[src/rtl/cgc_pkg.sv]
// Purpose: Shared constants and types for the clock generator control block
// Assumes: APB slave, 32-bit data, mclk at 200 MHz
// Notes:   Offsets are byte addresses
package cgc_pkg;
    localparam int          NUM_GEN      = 8;
    localparam int          DIV_MAX_W    = 16;
    localparam logic [11:0] OFF_STATUS   = 12'h000;
    localparam logic [11:0] OFF_CTRL     = 12'h004;
    localparam logic [11:0] OFF_DIV      = 12'h008;
    localparam logic [11:0] OFF_PROTECT  = 12'h00c;
    localparam int          ID_LO        = 0;
    localparam int          ID_HI        = 3;
    localparam int          SRC_LO       = 8;
    localparam int          SRC_HI       = 12;
    localparam int          GENON_BIT    = 16;
    localparam int          DUTY_BIT     = 17;
    localparam int          IDLE_BIT     = 18;
    localparam int          OE_BIT       = 19;
    localparam int          P2_BIT       = 20;
    localparam int          STDBY_BIT    = 21;
    localparam int          DIV_LO       = 8;
    localparam int          DIV_HI       = 23;
    localparam int          SYNC_BIT     = 7;
    localparam logic [31:0] GEN0_RESET   = 32'h00010600;
    localparam logic [31:0] GEN2_RESET   = 32'h00010302;
    localparam logic [31:0] CTRL_MASK    = 32'h003f1f0f;
    localparam logic [4:0]  SRC_PAD      = 5'h01;
    localparam int          SYNC_CYCLES  = 3;
    typedef struct packed {
        logic       keep_in_standby;
        logic       power_of_two_select;
        logic       output_enable;
        logic       pin_idle_level;
        logic       duty_balance;
        logic       generator_on;
        logic [2:0] spare;
        logic [4:0] source_select;
    } cgc_ctrl_t;
    typedef struct packed {
        logic        psel;
        logic        penable;
        logic        pwrite;
        logic [11:0] paddr;
        logic [31:0] pwdata;
    } cgc_apb_req_t;
endpackage

[src/rtl/cgc_ctrl_mem.sv]
// Purpose: Per-generator control and divide storage
// Assumes: One write port, one registered read port
// Notes:   Power and user reset restore differently
`timescale 1ns/1ps
`default_nettype none
module cgc_ctrl_mem (
    input  wire logic                        mclk,
    input  wire logic                        reset_n,
    input  wire logic                        user_reset,
    input  wire logic [cgc_pkg::NUM_GEN-1:0] protect,
    input  wire logic                        ctrl_we,
    input  wire logic                        div_we,
    input  wire logic [2:0]                  wr_id,
    input  wire cgc_pkg::cgc_ctrl_t          ctrl_wdata,
    input  wire logic [15:0]                 div_wdata,
    input  wire logic [2:0]                  rd_id,
    output cgc_pkg::cgc_ctrl_t               ctrl_rdata,
    output logic [15:0]                      div_rdata,
    output cgc_pkg::cgc_ctrl_t [cgc_pkg::NUM_GEN-1:0] ctrl_all,
    output logic [cgc_pkg::NUM_GEN-1:0][15:0] div_all
);
    typedef struct packed {
        cgc_pkg::cgc_ctrl_t [cgc_pkg::NUM_GEN-1:0] ctrl;
        logic [cgc_pkg::NUM_GEN-1:0][15:0]         div;
        cgc_pkg::cgc_ctrl_t                        rc;
        logic [15:0]                               rd;
    } cgc_mem_state_t;
    cgc_mem_state_t st_r, st_nxt;
    function automatic cgc_pkg::cgc_ctrl_t rst_val(input int i);
        logic [31:0] v;
        v = (i == 0) ? cgc_pkg::GEN0_RESET : (i == 2) ? cgc_pkg::GEN2_RESET : 32'h0;
        rst_val = v[21:8] & 14'h3f1f;
    endfunction
    function automatic logic [15:0] div_mask(input int i);
        div_mask = (i == 1) ? 16'hffff : (i == 2) ? 16'h001f : 16'h00ff;
    endfunction
    always_comb begin
        st_nxt = st_r;
        for (int i = 0; i < cgc_pkg::NUM_GEN; i++) begin
            if (ctrl_we && wr_id == i[2:0])
                st_nxt.ctrl[i] = ctrl_wdata;
            if (div_we && wr_id == i[2:0])
                st_nxt.div[i] = div_wdata & div_mask(i);
            if (user_reset && (i == 0 || !protect[i])) begin
                st_nxt.ctrl[i] = rst_val(i);
                st_nxt.div[i] = 16'h0;
            end
        end
        st_nxt.rc = st_nxt.ctrl[rd_id];
        st_nxt.rd = st_nxt.div[rd_id];
    end
    always_ff @(posedge mclk) begin
        if (!reset_n) begin
            for (int i = 0; i < cgc_pkg::NUM_GEN; i++) begin
                st_r.ctrl[i] <= rst_val(i);
                st_r.div[i] <= 16'h0;
            end
            st_r.rc <= '0;
            st_r.rd <= '0;
        end else begin
            st_r <= st_nxt;
        end
    end
    assign ctrl_rdata = st_r.rc;
    assign div_rdata = st_r.rd;
    assign ctrl_all = st_r.ctrl;
    assign div_all = st_r.div;
    a_div2_width: assert property (@(posedge mclk) disable iff (!reset_n)
        st_r.div[2][15:5] == 11'h0) else $error("gen2 divider too wide");
    a_gen0_user_reset: assert property (@(posedge mclk) disable iff (!reset_n)
        user_reset |=> st_r.div[0] == 16'h0 && st_r.ctrl[0].generator_on) else $error("gen0 not restored");
endmodule // cgc_ctrl_mem
`default_nettype wire

[src/rtl/cgc_divider.sv]
// Purpose: One clock generator: divides a selected source
// Assumes: Source is a synchronous level sampled on mclk
// Notes:   Duty balance uses both source edges
`timescale 1ns/1ps
`default_nettype none
module cgc_divider #(
    parameter int DIV_W = 8
) (
    input  wire logic                        mclk,
    input  wire logic                        reset_n,
    input  wire logic                        src_level,
    input  wire logic                        run,
    input  wire logic                        pow2,
    input  wire logic                        balance,
    input  wire logic [cgc_pkg::DIV_MAX_W-1:0] factor,
    output logic                             clk_out
);
    if (DIV_W < 1 || DIV_W > cgc_pkg::DIV_MAX_W) begin : g_bad_width
        $error("bad DIV_W");
    end
    typedef struct packed {
        logic        src_d;
        logic [17:0] cnt;
        logic        out;
    } cgc_div_state_t;
    cgc_div_state_t st_r, st_nxt;
    logic [17:0] half_edges;
    logic [17:0] n;
    logic        edge_any;
    logic [18:0] cnt_step;
    always_comb begin
        n = {2'h0, factor};
        if (pow2)
            n = 18'h1 << (factor[4:0] + 5'h1);
        if (n < 18'h2)
            n = 18'h1;
        // Count source edges; a full period is 2*n edges
        half_edges = n;
        edge_any = st_r.src_d != src_level;
        // One bit wider so the largest factor does not wrap the compare
        cnt_step = {1'b0, st_r.cnt} + (balance ? 19'h1 : 19'h2);
        st_nxt = st_r;
        st_nxt.src_d = src_level;
        if (!run) begin
            st_nxt.cnt = 18'h0;
            st_nxt.out = 1'b0;
        end else if (n == 18'h1) begin
            st_nxt.out = src_level;
        end else if (edge_any && (balance || src_level)) begin
            if (cnt_step >= {half_edges, 1'b0}) begin
                st_nxt.cnt = 18'h0;
                st_nxt.out = 1'b1;
            end else begin
                st_nxt.cnt = cnt_step[17:0];
                if (balance ? (cnt_step >= {1'b0, half_edges}) : (cnt_step >= {1'b0, n[17:1], 1'b0}))
                    st_nxt.out = 1'b0;
            end
        end
    end
    always_ff @(posedge mclk) begin
        if (!reset_n)
            st_r <= '0;
        else
            st_r <= st_nxt;
    end
    assign clk_out = st_r.out;
    a_stop_holds_low: assert property (@(posedge mclk) disable iff (!reset_n)
        !run |=> !st_r.out) else $error("output not low when stopped");
    a_bypass_follows: assert property (@(posedge mclk) disable iff (!reset_n)
        (run && !pow2 && factor < 16'h2) |=> st_r.out == $past(src_level)) else $error("bypass wrong");
    c_div_toggle: cover property (@(posedge mclk) run && $rose(st_r.out));
endmodule // cgc_divider
`default_nettype wire

[src/rtl/cgc_top.sv]
// Purpose: Clock generator bank control with APB registers
// Assumes: Sources and pad levels synchronous to mclk
// Notes:   Divider writes raise a sync busy flag
// Operation
// Output enable drives generator clock to its pin unless the pin is its source.
// Generator off or output disabled holds the pin at the idle level.
// Duty balance gives 50/50 duty for odd divide factors.
// Generator runs only while its enable bit is one.
// Five-bit source field picks one of eight sources; higher codes reserved.
// Control index field picks generator 0 to 7; software avoids higher values.
// Power reset restores every generator's control value.
// User reset restores generators 1-7 only if unprotected; generator 0 always.
// Reset control: gen 0 on with 8 MHz, gen 2 on with low-power 32k.
// Divide register bits 23:8 hold factor; bits above implemented width ignored.
// Divider widths: 8, 16, 5, then 8 for the rest.
// Maximum factors 512, 131072, 64, and 512.
// Divide index field picks generators 0 to 7; reserved values unused.
// Power reset clears all factors; user reset clears unprotected ones except 0 always.
// Power-of-two select divides by two to the factor plus one.
// Output enable with standby keep keeps the pin running in standby.
// Divider writes synchronise before use; busy flag shows while pending.
// Factor zero or one passes the source undivided.
`timescale 1ns/1ps
`default_nettype none
module cgc_top (
    input  wire logic                        mclk,
    input  wire logic                        reset_n,
    input  wire logic                        user_reset,
    input  wire logic                        standby,
    input  wire logic                        psel,
    input  wire logic                        penable,
    input  wire logic                        pwrite,
    input  wire logic [11:0]                 paddr,
    input  wire logic [31:0]                 pwdata,
    output logic [31:0]                      prdata,
    output logic                             pready,
    output logic                             pslverr,
    input  wire logic                        external_crystal,
    input  wire logic                        ultra_low_power_32k,
    input  wire logic                        internal_32k,
    input  wire logic                        external_32k_crystal,
    input  wire logic                        internal_8mhz_rc,
    input  wire logic                        loop_48mhz,
    input  wire logic [cgc_pkg::NUM_GEN-1:0] generator_pin_in,
    output logic [cgc_pkg::NUM_GEN-1:0]      generator_pin_out,
    output logic [cgc_pkg::NUM_GEN-1:0]      generator_pin_oe,
    output logic [cgc_pkg::NUM_GEN-1:0]      gen_clk
);
    typedef struct packed {
        logic [31:0]                 prdata;
        logic                        pready;
        logic                        pslverr;
        logic                        rd_phase;
        logic [3:0]                  ctrl_id;
        logic [3:0]                  div_id;
        logic [cgc_pkg::NUM_GEN-1:0] protect;
        logic [1:0]                  sync_cnt;
        logic [15:0]                 div_pend;
        logic [2:0]                  div_pend_id;
        logic [cgc_pkg::NUM_GEN-1:0] pin_out;
        logic [cgc_pkg::NUM_GEN-1:0] pin_oe;
        logic [cgc_pkg::NUM_GEN-1:0] clk;
    } cgc_state_t;
    cgc_state_t st_r, st_nxt;
    cgc_pkg::cgc_apb_req_t req;
    cgc_pkg::cgc_ctrl_t ctrl_rdata;
    cgc_pkg::cgc_ctrl_t ctrl_wdata;
    cgc_pkg::cgc_ctrl_t [cgc_pkg::NUM_GEN-1:0] ctrl_all;
    logic [cgc_pkg::NUM_GEN-1:0][15:0] div_all;
    logic [15:0] div_rdata;
    logic [cgc_pkg::NUM_GEN-1:0] div_clk;
    logic [cgc_pkg::NUM_GEN-1:0] src_lvl;
    logic ctrl_we;
    logic div_we;
    logic [2:0] wr_id;
    logic [2:0] rd_id;
    logic setup;
    logic access;
    logic mapped;
    logic busy;
    logic [4:0] sync_len;
    assign req = '{psel: psel, penable: penable, pwrite: pwrite, paddr: paddr, pwdata: pwdata};
    assign setup = req.psel && !req.penable;
    assign access = req.psel && req.penable && st_r.pready;
    assign busy = st_r.sync_cnt != 2'h0;
    assign sync_len = 5'(cgc_pkg::SYNC_CYCLES);
    assign mapped = req.paddr == cgc_pkg::OFF_STATUS || req.paddr == cgc_pkg::OFF_CTRL
                 || req.paddr == cgc_pkg::OFF_DIV || req.paddr == cgc_pkg::OFF_PROTECT;
    // Control write lands in the access cycle once ready is high; index field chooses the slot
    assign ctrl_we = access && req.pwrite && req.paddr == cgc_pkg::OFF_CTRL && !req.pwdata[3];
    assign ctrl_wdata = req.pwdata[21:8] & 14'h3f1f;
    assign div_we = st_r.sync_cnt == 2'h1;
    assign wr_id = ctrl_we ? req.pwdata[2:0] : st_r.div_pend_id;
    assign rd_id = (setup && req.paddr == cgc_pkg::OFF_DIV) ? st_r.div_id[2:0] : st_r.ctrl_id[2:0];
    cgc_ctrl_mem u_mem (
        .mclk       (mclk),
        .reset_n    (reset_n),
        .user_reset (user_reset),
        .protect    (st_r.protect),
        .ctrl_we    (ctrl_we),
        .div_we     (div_we),
        .wr_id      (wr_id),
        .ctrl_wdata (ctrl_wdata),
        .div_wdata  (st_r.div_pend),
        .rd_id      (rd_id),
        .ctrl_rdata (ctrl_rdata),
        .div_rdata  (div_rdata),
        .ctrl_all   (ctrl_all),
        .div_all    (div_all)
    );
    genvar g;
    generate
        for (g = 0; g < cgc_pkg::NUM_GEN; g++) begin : gen_div
            localparam int W = (g == 1) ? 16 : (g == 2) ? 5 : 8;
            always_comb begin
                case (ctrl_all[g].source_select)
                    5'h00:   src_lvl[g] = external_crystal;
                    5'h01:   src_lvl[g] = generator_pin_in[g];
                    5'h02:   src_lvl[g] = (g == 1) ? 1'b0 : st_r.clk[1];
                    5'h03:   src_lvl[g] = ultra_low_power_32k;
                    5'h04:   src_lvl[g] = internal_32k;
                    5'h05:   src_lvl[g] = external_32k_crystal;
                    5'h06:   src_lvl[g] = internal_8mhz_rc;
                    5'h07:   src_lvl[g] = loop_48mhz;
                    default: src_lvl[g] = 1'b0;
                endcase
            end
            cgc_divider #(.DIV_W(W)) u_div (
                .mclk    (mclk),
                .reset_n (reset_n),
                .src_level (src_lvl[g]),
                .run     (ctrl_all[g].generator_on && !(standby && !(ctrl_all[g].keep_in_standby && ctrl_all[g].output_enable))),
                .pow2    (ctrl_all[g].power_of_two_select),
                .balance (ctrl_all[g].duty_balance),
                .factor  (div_all[g]),
                .clk_out (div_clk[g])
            );
        end
    endgenerate
    always_comb begin
        st_nxt = st_r;
        st_nxt.pready = 1'b0;
        st_nxt.pslverr = 1'b0;
        // Reads take one wait state: the stored word is registered first
        if (setup) begin
            st_nxt.pready = req.pwrite;
            st_nxt.pslverr = req.pwrite && !mapped;
        end
        if (access && !req.pwrite) begin
            st_nxt.prdata = 32'h0;
        end
        if (setup && !req.pwrite) begin
            st_nxt.rd_phase = 1'b1;
        end
        if (st_r.rd_phase) begin
            st_nxt.rd_phase = 1'b0;
            st_nxt.pready = 1'b1;
            st_nxt.pslverr = !mapped;
            case (req.paddr)
                cgc_pkg::OFF_STATUS:  st_nxt.prdata = {24'h0, busy, 7'h0};
                cgc_pkg::OFF_CTRL:    st_nxt.prdata = {10'h0, ctrl_rdata, 4'h0, st_r.ctrl_id};
                cgc_pkg::OFF_DIV:     st_nxt.prdata = {8'h0, div_rdata, 4'h0, st_r.div_id};
                cgc_pkg::OFF_PROTECT: st_nxt.prdata = {24'h0, st_r.protect};
                default:              st_nxt.prdata = 32'h0;
            endcase
        end
        if (access && req.pwrite) begin
            case (req.paddr)
                cgc_pkg::OFF_CTRL:    st_nxt.ctrl_id = req.pwdata[3:0];
                cgc_pkg::OFF_DIV: begin
                    st_nxt.div_id = req.pwdata[3:0];
                    if (!req.pwdata[3] && !busy) begin
                        st_nxt.div_pend = req.pwdata[23:8];
                        st_nxt.div_pend_id = req.pwdata[2:0];
                        st_nxt.sync_cnt = sync_len[1:0];
                    end
                end
                cgc_pkg::OFF_PROTECT: st_nxt.protect = req.pwdata[7:0];
                default: ;
            endcase
        end
        if (busy)
            st_nxt.sync_cnt = st_r.sync_cnt - 2'h1;
        for (int i = 0; i < cgc_pkg::NUM_GEN; i++) begin
            st_nxt.clk[i] = div_clk[i];
            st_nxt.pin_oe[i] = ctrl_all[i].source_select != cgc_pkg::SRC_PAD;
            if (ctrl_all[i].output_enable && ctrl_all[i].generator_on
                && !(standby && !ctrl_all[i].keep_in_standby))
                st_nxt.pin_out[i] = div_clk[i];
            else
                st_nxt.pin_out[i] = ctrl_all[i].pin_idle_level;
        end
    end
    always_ff @(posedge mclk) begin
        if (!reset_n)
            st_r <= '0;
        else
            st_r <= st_nxt;
    end
    assign prdata = st_r.prdata;
    assign pready = st_r.pready;
    assign pslverr = st_r.pslverr;
    assign generator_pin_out = st_r.pin_out;
    assign generator_pin_oe = st_r.pin_oe;
    assign gen_clk = st_r.clk;
    a_idle_level: assert property (@(posedge mclk) disable iff (!reset_n)
        !ctrl_all[3].output_enable |=> generator_pin_out[3] == $past(ctrl_all[3].pin_idle_level)) else $error("idle level wrong");
    a_pad_not_driven: assert property (@(posedge mclk) disable iff (!reset_n)
        ctrl_all[4].source_select == 5'h01 |=> !generator_pin_oe[4]) else $error("pad source driven");
    a_sync_busy: assert property (@(posedge mclk) disable iff (!reset_n)
        $rose(busy) |-> busy [*3] ##1 !busy) else $error("sync length wrong");
    a_div_index_read: assert property (@(posedge mclk) disable iff (!reset_n)
        access && req.pwrite && req.paddr == cgc_pkg::OFF_DIV |=> st_r.div_id == $past(req.pwdata[3:0])) else $error("index lost");
    a_ready_one: assert property (@(posedge mclk) disable iff (!reset_n)
        setup && req.pwrite |=> pready) else $error("no ready");
    a_read_wait: assert property (@(posedge mclk) disable iff (!reset_n)
        setup && !req.pwrite |=> !pready ##1 pready) else $error("read ready timing wrong");
    c_ctrl_write: cover property (@(posedge mclk) ctrl_we);
    c_div_sync: cover property (@(posedge mclk) div_we);
    c_pin_drive: cover property (@(posedge mclk) generator_pin_oe[0] && $rose(generator_pin_out[0]));
endmodule // cgc_top
`default_nettype wire

[config.mk]
export PLATFORM = sky130hd
export DESIGN_NAME = cgc_top
export DESIGN_NICKNAME = d
export VERILOG_FILES = /design/src/rtl/cgc_pkg.sv /design/src/rtl/cgc_ctrl_mem.sv /design/src/rtl/cgc_divider.sv /design/src/rtl/cgc_top.sv
export SDC_FILE = /design/constraint.sdc
export NUM_CORES = 2
export LEC_CHECK = 0
export ABC_CLOCK_PERIOD_IN_PS = 4400
export BUFFER_PORTS_ARGS = -buffer_cell sky130_fd_sc_hd__clkbuf_2
export CAP_MARGIN = 20
export CELL_PAD_IN_SITES_DETAIL_PLACEMENT = 0
export CELL_PAD_IN_SITES_GLOBAL_PLACEMENT = 1
export CORE_MARGIN = 5
export CORE_UTILIZATION = 49
export DETAILED_ROUTE_END_ITERATION = 7
export GPL_TIMING_DRIVEN = 0
export PLACE_DENSITY_LB_ADDON = 0.25
export SLEW_MARGIN = 5
export SYNTH_ARGS = -nofsm -noshare
export SYNTH_HDL_FRONTEND = slang
export SYNTH_HIERARCHICAL = 1
export SYNTH_SLANG_ARGS = --single-unit
[constraint.sdc]
create_clock -name mclk -period 4.4 [get_ports mclk]
set_clock_uncertainty 0.15 [all_clocks]
set_input_delay 0 -clock mclk [delete_from_list [all_inputs] [get_ports mclk]]
set_output_delay 0 -clock mclk [all_outputs]
set_load 0.01 [all_outputs]
# == After elaboration in Yosys (flattened, before gate mapping) ==
# Cells that the tools add are included.
# classes
n_eq_ne,90
mux,127
n_addsub,17
reduce_logical,206
n_lt_le_gt_ge,33
shifts,8
bitwise,9
# ops
cell,count
$ge A19 B18 Y1,16
$mux W18,16
$mux W16,17
$mux W14,17
$eq A5 B3 Y1 const B,32
$add A18 B2 Y19,8
$ge A19 B19 Y1,8
$mux W19,8
$eq A18 B1 Y1 const B,8
$lt A18 B2 Y1 const B,8
$shl A1 B5 Y18 const A,8
$pmux W24 S4,1
$logic_and A1 B1 Y1,90
$eq A5 B2 Y1 const B,15
$mux W21,3
$pmux W1 S8,7
$reduce_and A2 Y1,27
$bmux W16 S3,1
$logic_not A1 Y1,44
$bmux W14 S3,1
$mux W1,41
$add A5 B1 Y5 const B,8
$eq A5 B1 Y1 const B,8
$logic_not A5 Y1,8
other kinds (23),90
# word_totals
out_inout_bits,58
wordCells,608
register_bits,526
input_bits,65

# == Logic depth before layout (Yosys ltp) ==
# logic_depth
ltp_word,12
ltp_mapped,18
mapped_depth_nobuf,16

# == Modules after synthesis ==
# Netlist, hierarchy kept.
# by_module_without_submodules
module,cells_per_inst,instances,area_per_inst_um2,seq_area_each_um2
cgc_divider (gen_div[0].u_div ...),302,7,2514.9,400.4
cgc_ctrl_mem,1089,1,10749.1,5405.2
cgc_top,505,1,4700.8,1761.7
cgc_divider (gen_div[3].u_div),330,1,2610.0,400.4

# == Worst setup path after synthesis ==
# No wires, ideal clock.
# synth_path
kind,reg2reg
startpoint,reg u_mem.st_r (netlist bit u_mem/ctrl_all[51])
endpoint,reg gen_div[3].u_div/st_r[18] in the netlist's numbering
t_required_ps,4128
period_less_slack_ps,3842
path_stages_with_launch,18
setup_slack_ps,558
path_buffers,1
t_arrival_ps,3570
setup_ps,122
path_cell_list,dfxtp_1 ha_1 inv_1 fa_1 nand3b_1 nor2_1 nand4_1 or2_2 xnor2_1 ha_1 nand4_1 nor2_1 a21boi_0 o31ai_1 a31o_2 clkbuf_1 a21oi_1 o22ai_2
# synth_via
elab_chain_cells,4
elab_cells_between_ends,7
classes_between,add/sub: 1; order compare: 1; mux: 2; reduce/logical: 3
# synth_lines
element,line_no,text
start: declaration,cgc_ctrl_mem.sv:28,"cgc_mem_state_t st_r, st_nxt;"
start signal: assignment,cgc_ctrl_mem.sv:61,st_r <= st_nxt;
$mux W2,cgc_divider.sv:41,"cnt_step = {1'b0, st_r.cnt} + (balance ? 19'h1 : 19'h2);"
$add A18 B2 Y19,cgc_divider.sv:41,
$ge A19 B19 Y1,cgc_divider.sv:50,"if (cnt_step >= {half_edges, 1'b0}) begin"
$mux W19,cgc_divider.sv:50,
end signal: assignment,cgc_divider.sv:64,st_r <= st_nxt;
end: declaration,cgc_divider.sv:26,"cgc_div_state_t st_r, st_nxt;"
# Parallel ways exist; a longest one is shown, timed or not.
# A chain may end at the register's enable or synchronous reset.

# == Worst setup path in the final report ==
# layout_path
startpoint,in paddr[4]
endpoint,reg u_mem.st_r (netlist bit u_mem/div_rdata[5])
# layout_via
elab_chain_cells,10
elab_cells_between_ends,41
classes_between,eq/ne: 9; mux: 20; reduce/logical: 12
# layout_lines
element,line_no,text
start: declaration,cgc_top.sv:33,"input wire logic [11:0] paddr,"
$eq A12 B3 Y1 *,cgc_top.sv:90,assign ctrl_we = access && req.pwrite && req.paddr == cgc_pkg::OFF_CTRL && !req.pwdata[3];
$logic_and A1 B1 Y1 * (2 in a row),cgc_top.sv:90,
$mux W3 *,cgc_top.sv:93,assign wr_id = ctrl_we ? req.pwdata[2:0] : st_r.div_pend_id;
net wr_id[1],cgc_top.sv:75,logic [2:0] wr_id;
"$eq A3 B1 Y1, or another cell as far along",cgc_ctrl_mem.sv:42,if (div_we && wr_id == i[2:0])
$logic_and A1 B1 Y1,cgc_ctrl_mem.sv:42,
$mux W16,cgc_ctrl_mem.sv:42,
$mux W16,cgc_ctrl_mem.sv:44,if (user_reset && (i == 0 || !protect[i])) begin
$bmux W16 S3 *,cgc_ctrl_mem.sv:50,st_nxt.rd = st_nxt.div[rd_id];
$mux W16 (not written as such) *,cgc_ctrl_mem.sv:50,
# The timed path passes the listed nets; every way through them passes the cells marked *. The select of a mux whose other input is x is not followed.

==> results_dict.tcl <==
set metrics [dict create \
    worstMarginPinSlew_ns 1.18 \
    htreeDepth 2 \
    worstSetupEndpointType "register" \
    die-area_um2 78300 \
    setup_ws_ns 0.0322 \
    report.final.slew_viol_count 0 \
    synth.most_common_cell "dfxtp_1" \
    async_flop_share 0 \
    track_usage 0.283 \
    dp_cells 5118 \
    ctsLongestPathBuffers 3 \
    cts_sinks 518 \
    finalSetupTns_ns 0 \
    io_buffers 106 \
    synth_top_area_frac 0.291 \
    hold_start "pwdata[20]" \
    drc_errors 0 \
    hpwl_um 87700 \
    drt_wl_total_um 116000 \
    p_per_area_nw_per_um2 263 \
    r2r-start "u_mem/ctrl_all[9]$_SDFF_PN0_" \
    ys_types 105 \
    cp_max_fo 10 \
    wl_met1_um 49700 \
    synth_area_leaders "dfxtp_1 29%, ha_1 11%, mux2i_1 6.1%, nor2_1 3.1%, nand2_1 2.8%" \
    hold_path_class "in -> reg" \
    ys_seq_area_frac 0.291 \
    place_ws_ns -0.187 \
    highest_layer "met4" \
    cts_tree "built" \
    antenna_found_initial 2 \
    gp_congestion 1.01 \
    setup_violations 0 \
    start_util 0.491 \
    grt_overflow 0 \
    synth_flop_cell "dfxtp_1" \
    grt_pass1_vias 30800 \
    synth_area_leader_cell "dfxtp_1" \
    core-area_um2 72600 \
    fp.dieW_um 280 \
    crit_start "paddr[4]" \
    synth_seq_cells 518 \
    grt_pass1_wl_um 178000 \
    vias_per_cell 6.06 \
    clkLatencyLatePin_ns 0.65 \
    clkTransAtPathRegs_ns 0.07 \
    syn_area_um2 35700 \
    min_period_ns 4.37 \
    drive_gt1_frac 0.152 \
    wl_per_cell_um 21.7 \
    power_leakage_nw 16.8 \
    maxCapViolations 0 \
    fin_util 0.562 \
    finalPower_mw 10.7 \
    max_freq_mhz 229 \
    outcome "completed" \
    critPathKind "in -> reg" \
    clockRootBuffer "clkbuf_16" \
    cts_made_buffers 61 \
    ant_nets 0 \
    io_pins 123 \
    yosys_warnings 6 \
    grt_max_degree 17 \
    finalHoldViolations 0 \
    area_growth_pct 14.3 \
    vias 32300 \
    drt-initial-drc-count 2610 \
    crit_arrival_ns 4.72 \
    yosys-top-cells-count "518 x dfxtp_1, 312 x ha_1, 299 x nor2_1" \
    wl_met2_um 53600 \
    nNetsFinal 4707 \
    timing.hold.ws_ns 0.0277 \
    avgSynthCellArea_um2 8.83 \
    die_h_um 280 \
    crit_required_ns 4.75 \
    placed_cell_area_um2 37500 \
    maxSlewHeadroom 0.213 \
    startpoint_type "input port" \
    dr_wl_met3_um 7230 \
    rows 99 \
    synth_edf_count 0 \
    dr.pass1.iters 8 \
    design_area_um2 40800 \
    syn_inst 4038 \
    ir_worst_vdd_mv 0.276 \
    instances_no_fill 5337 \
    period_share 0.993 \
]
==> what timing repair did <==
| action | 4_1_cts | 5_1_grt |
|---|---|---|
| pin swaps | 0 | 7 |
| resized for setup | 3 | 23 |
| buffers inserted | 0 | 21 |
| endpoints found under the setup margin | 19 | 143 |
| hold buffers | 80 | 0 |
| endpoints found under the hold margin | 116 | 0 |
==> state kept, by name, summed over array words and instances, names as in the netlist, 8 cells and up <==
name	flops
generator_pin_out	8
prdata	24
generator_pin_oe	8
gen_div.u_div/clk_out	8
u_mem/ctrl_rdata	14
st_r	38
gen_div.u_div/st_r	152
u_mem/ctrl_all	112
u_mem/div_all	128
u_mem/div_rdata	16
gen_clk	8
==> path summary, 6_finish.rpt <==
kind / to / slack (ns) / cells after the start
min: st_r[39]$_SDFFE_PN0P_ / 0.03 / 4
max reg2reg: gen_div[0].u_div/st_r[4]$_SDFFE_PN0P_ / 0.25 / 16
max: u_mem/div_rdata[5]$_SDFF_PN0_ / 0.03 / 15
min reg2reg: st_r[60]$_SDFFE_PN0N_ / 0.30 / 2
==> layer usage <==
metal	GRT usage	vias to the layer above
met2	0.468	1049
li1	-	15600
met3	0.0428	267
met4	0.119	0
met5	0	-
met1	0.370	15400
==> report_power, final <==
| group | total (mW) | internal [mW] | switching, mW |
|---|---|---|---|
| Clock | 5.63 | 3.42 | 2.20 |
| Combinational | 0.395 | 0.129 | 0.266 |
| Sequential | 4.71 | 4.70 | 0.00656 |
==> cell families (layout without fill, tap and decap cells) <==
family,Yosys count,count (layout),synth area share
other,1,16,0.000105
buffers and inverters,421,746,0.0662
AND/OR/NAND/NOR,1367,1367,0.212
AO/OA/AOI/OAI,1028,1028,0.208
flip-flops,518,518,0.291
adder cells (fa/ha/maj),320,320,0.114
XOR/XNOR,136,136,0.0349
multiplexers,247,247,0.0748
==> worst max-delay path, stage by stage <==
cell	delay (ns)
dlygate4sd3_1	0.53
clkbuf_2	0.12
nor4_4	0.20
dlygate4sd3_1	0.69
nand4_1	0.28
nor2_2	0.28
mux2_1	0.50
buf_6	0.21
nor4b_1	0.38
buf_4	0.26
buf_4	0.13
mux2i_1	0.31
o22ai_1	0.13
o31ai_1	0.54
a21oi_1	0.13
==> placed cells by master, fill, tap and decap left out, drive strengths merged, types with 80 or more instances in the layout <==
cell type	instances
nand2	275
nor3	174
o21ai	193
and3	87
dlygate4sd3	80
clkbuf	285
ha	312
o22ai	84
buf	218
dfxtp	518
xnor2	105
mux2i	216
nand3	123
a21oi	132
nor2	321
a22oi	106
inv	123
==> layout make-up <==
cell class                 count  area, µm²
fill                        6789      31800
clock buffer                  79       1730
antenna                        5       12.5
clock inverter                35        514
sequential                   518      10400
inverter                     121        454
buffer                       299       1910
multi-input combinational   3109      23000
tap                          959       1200
timing repair buffer         212       1540
Note: power is estimated with default switching activity, not from simulation.
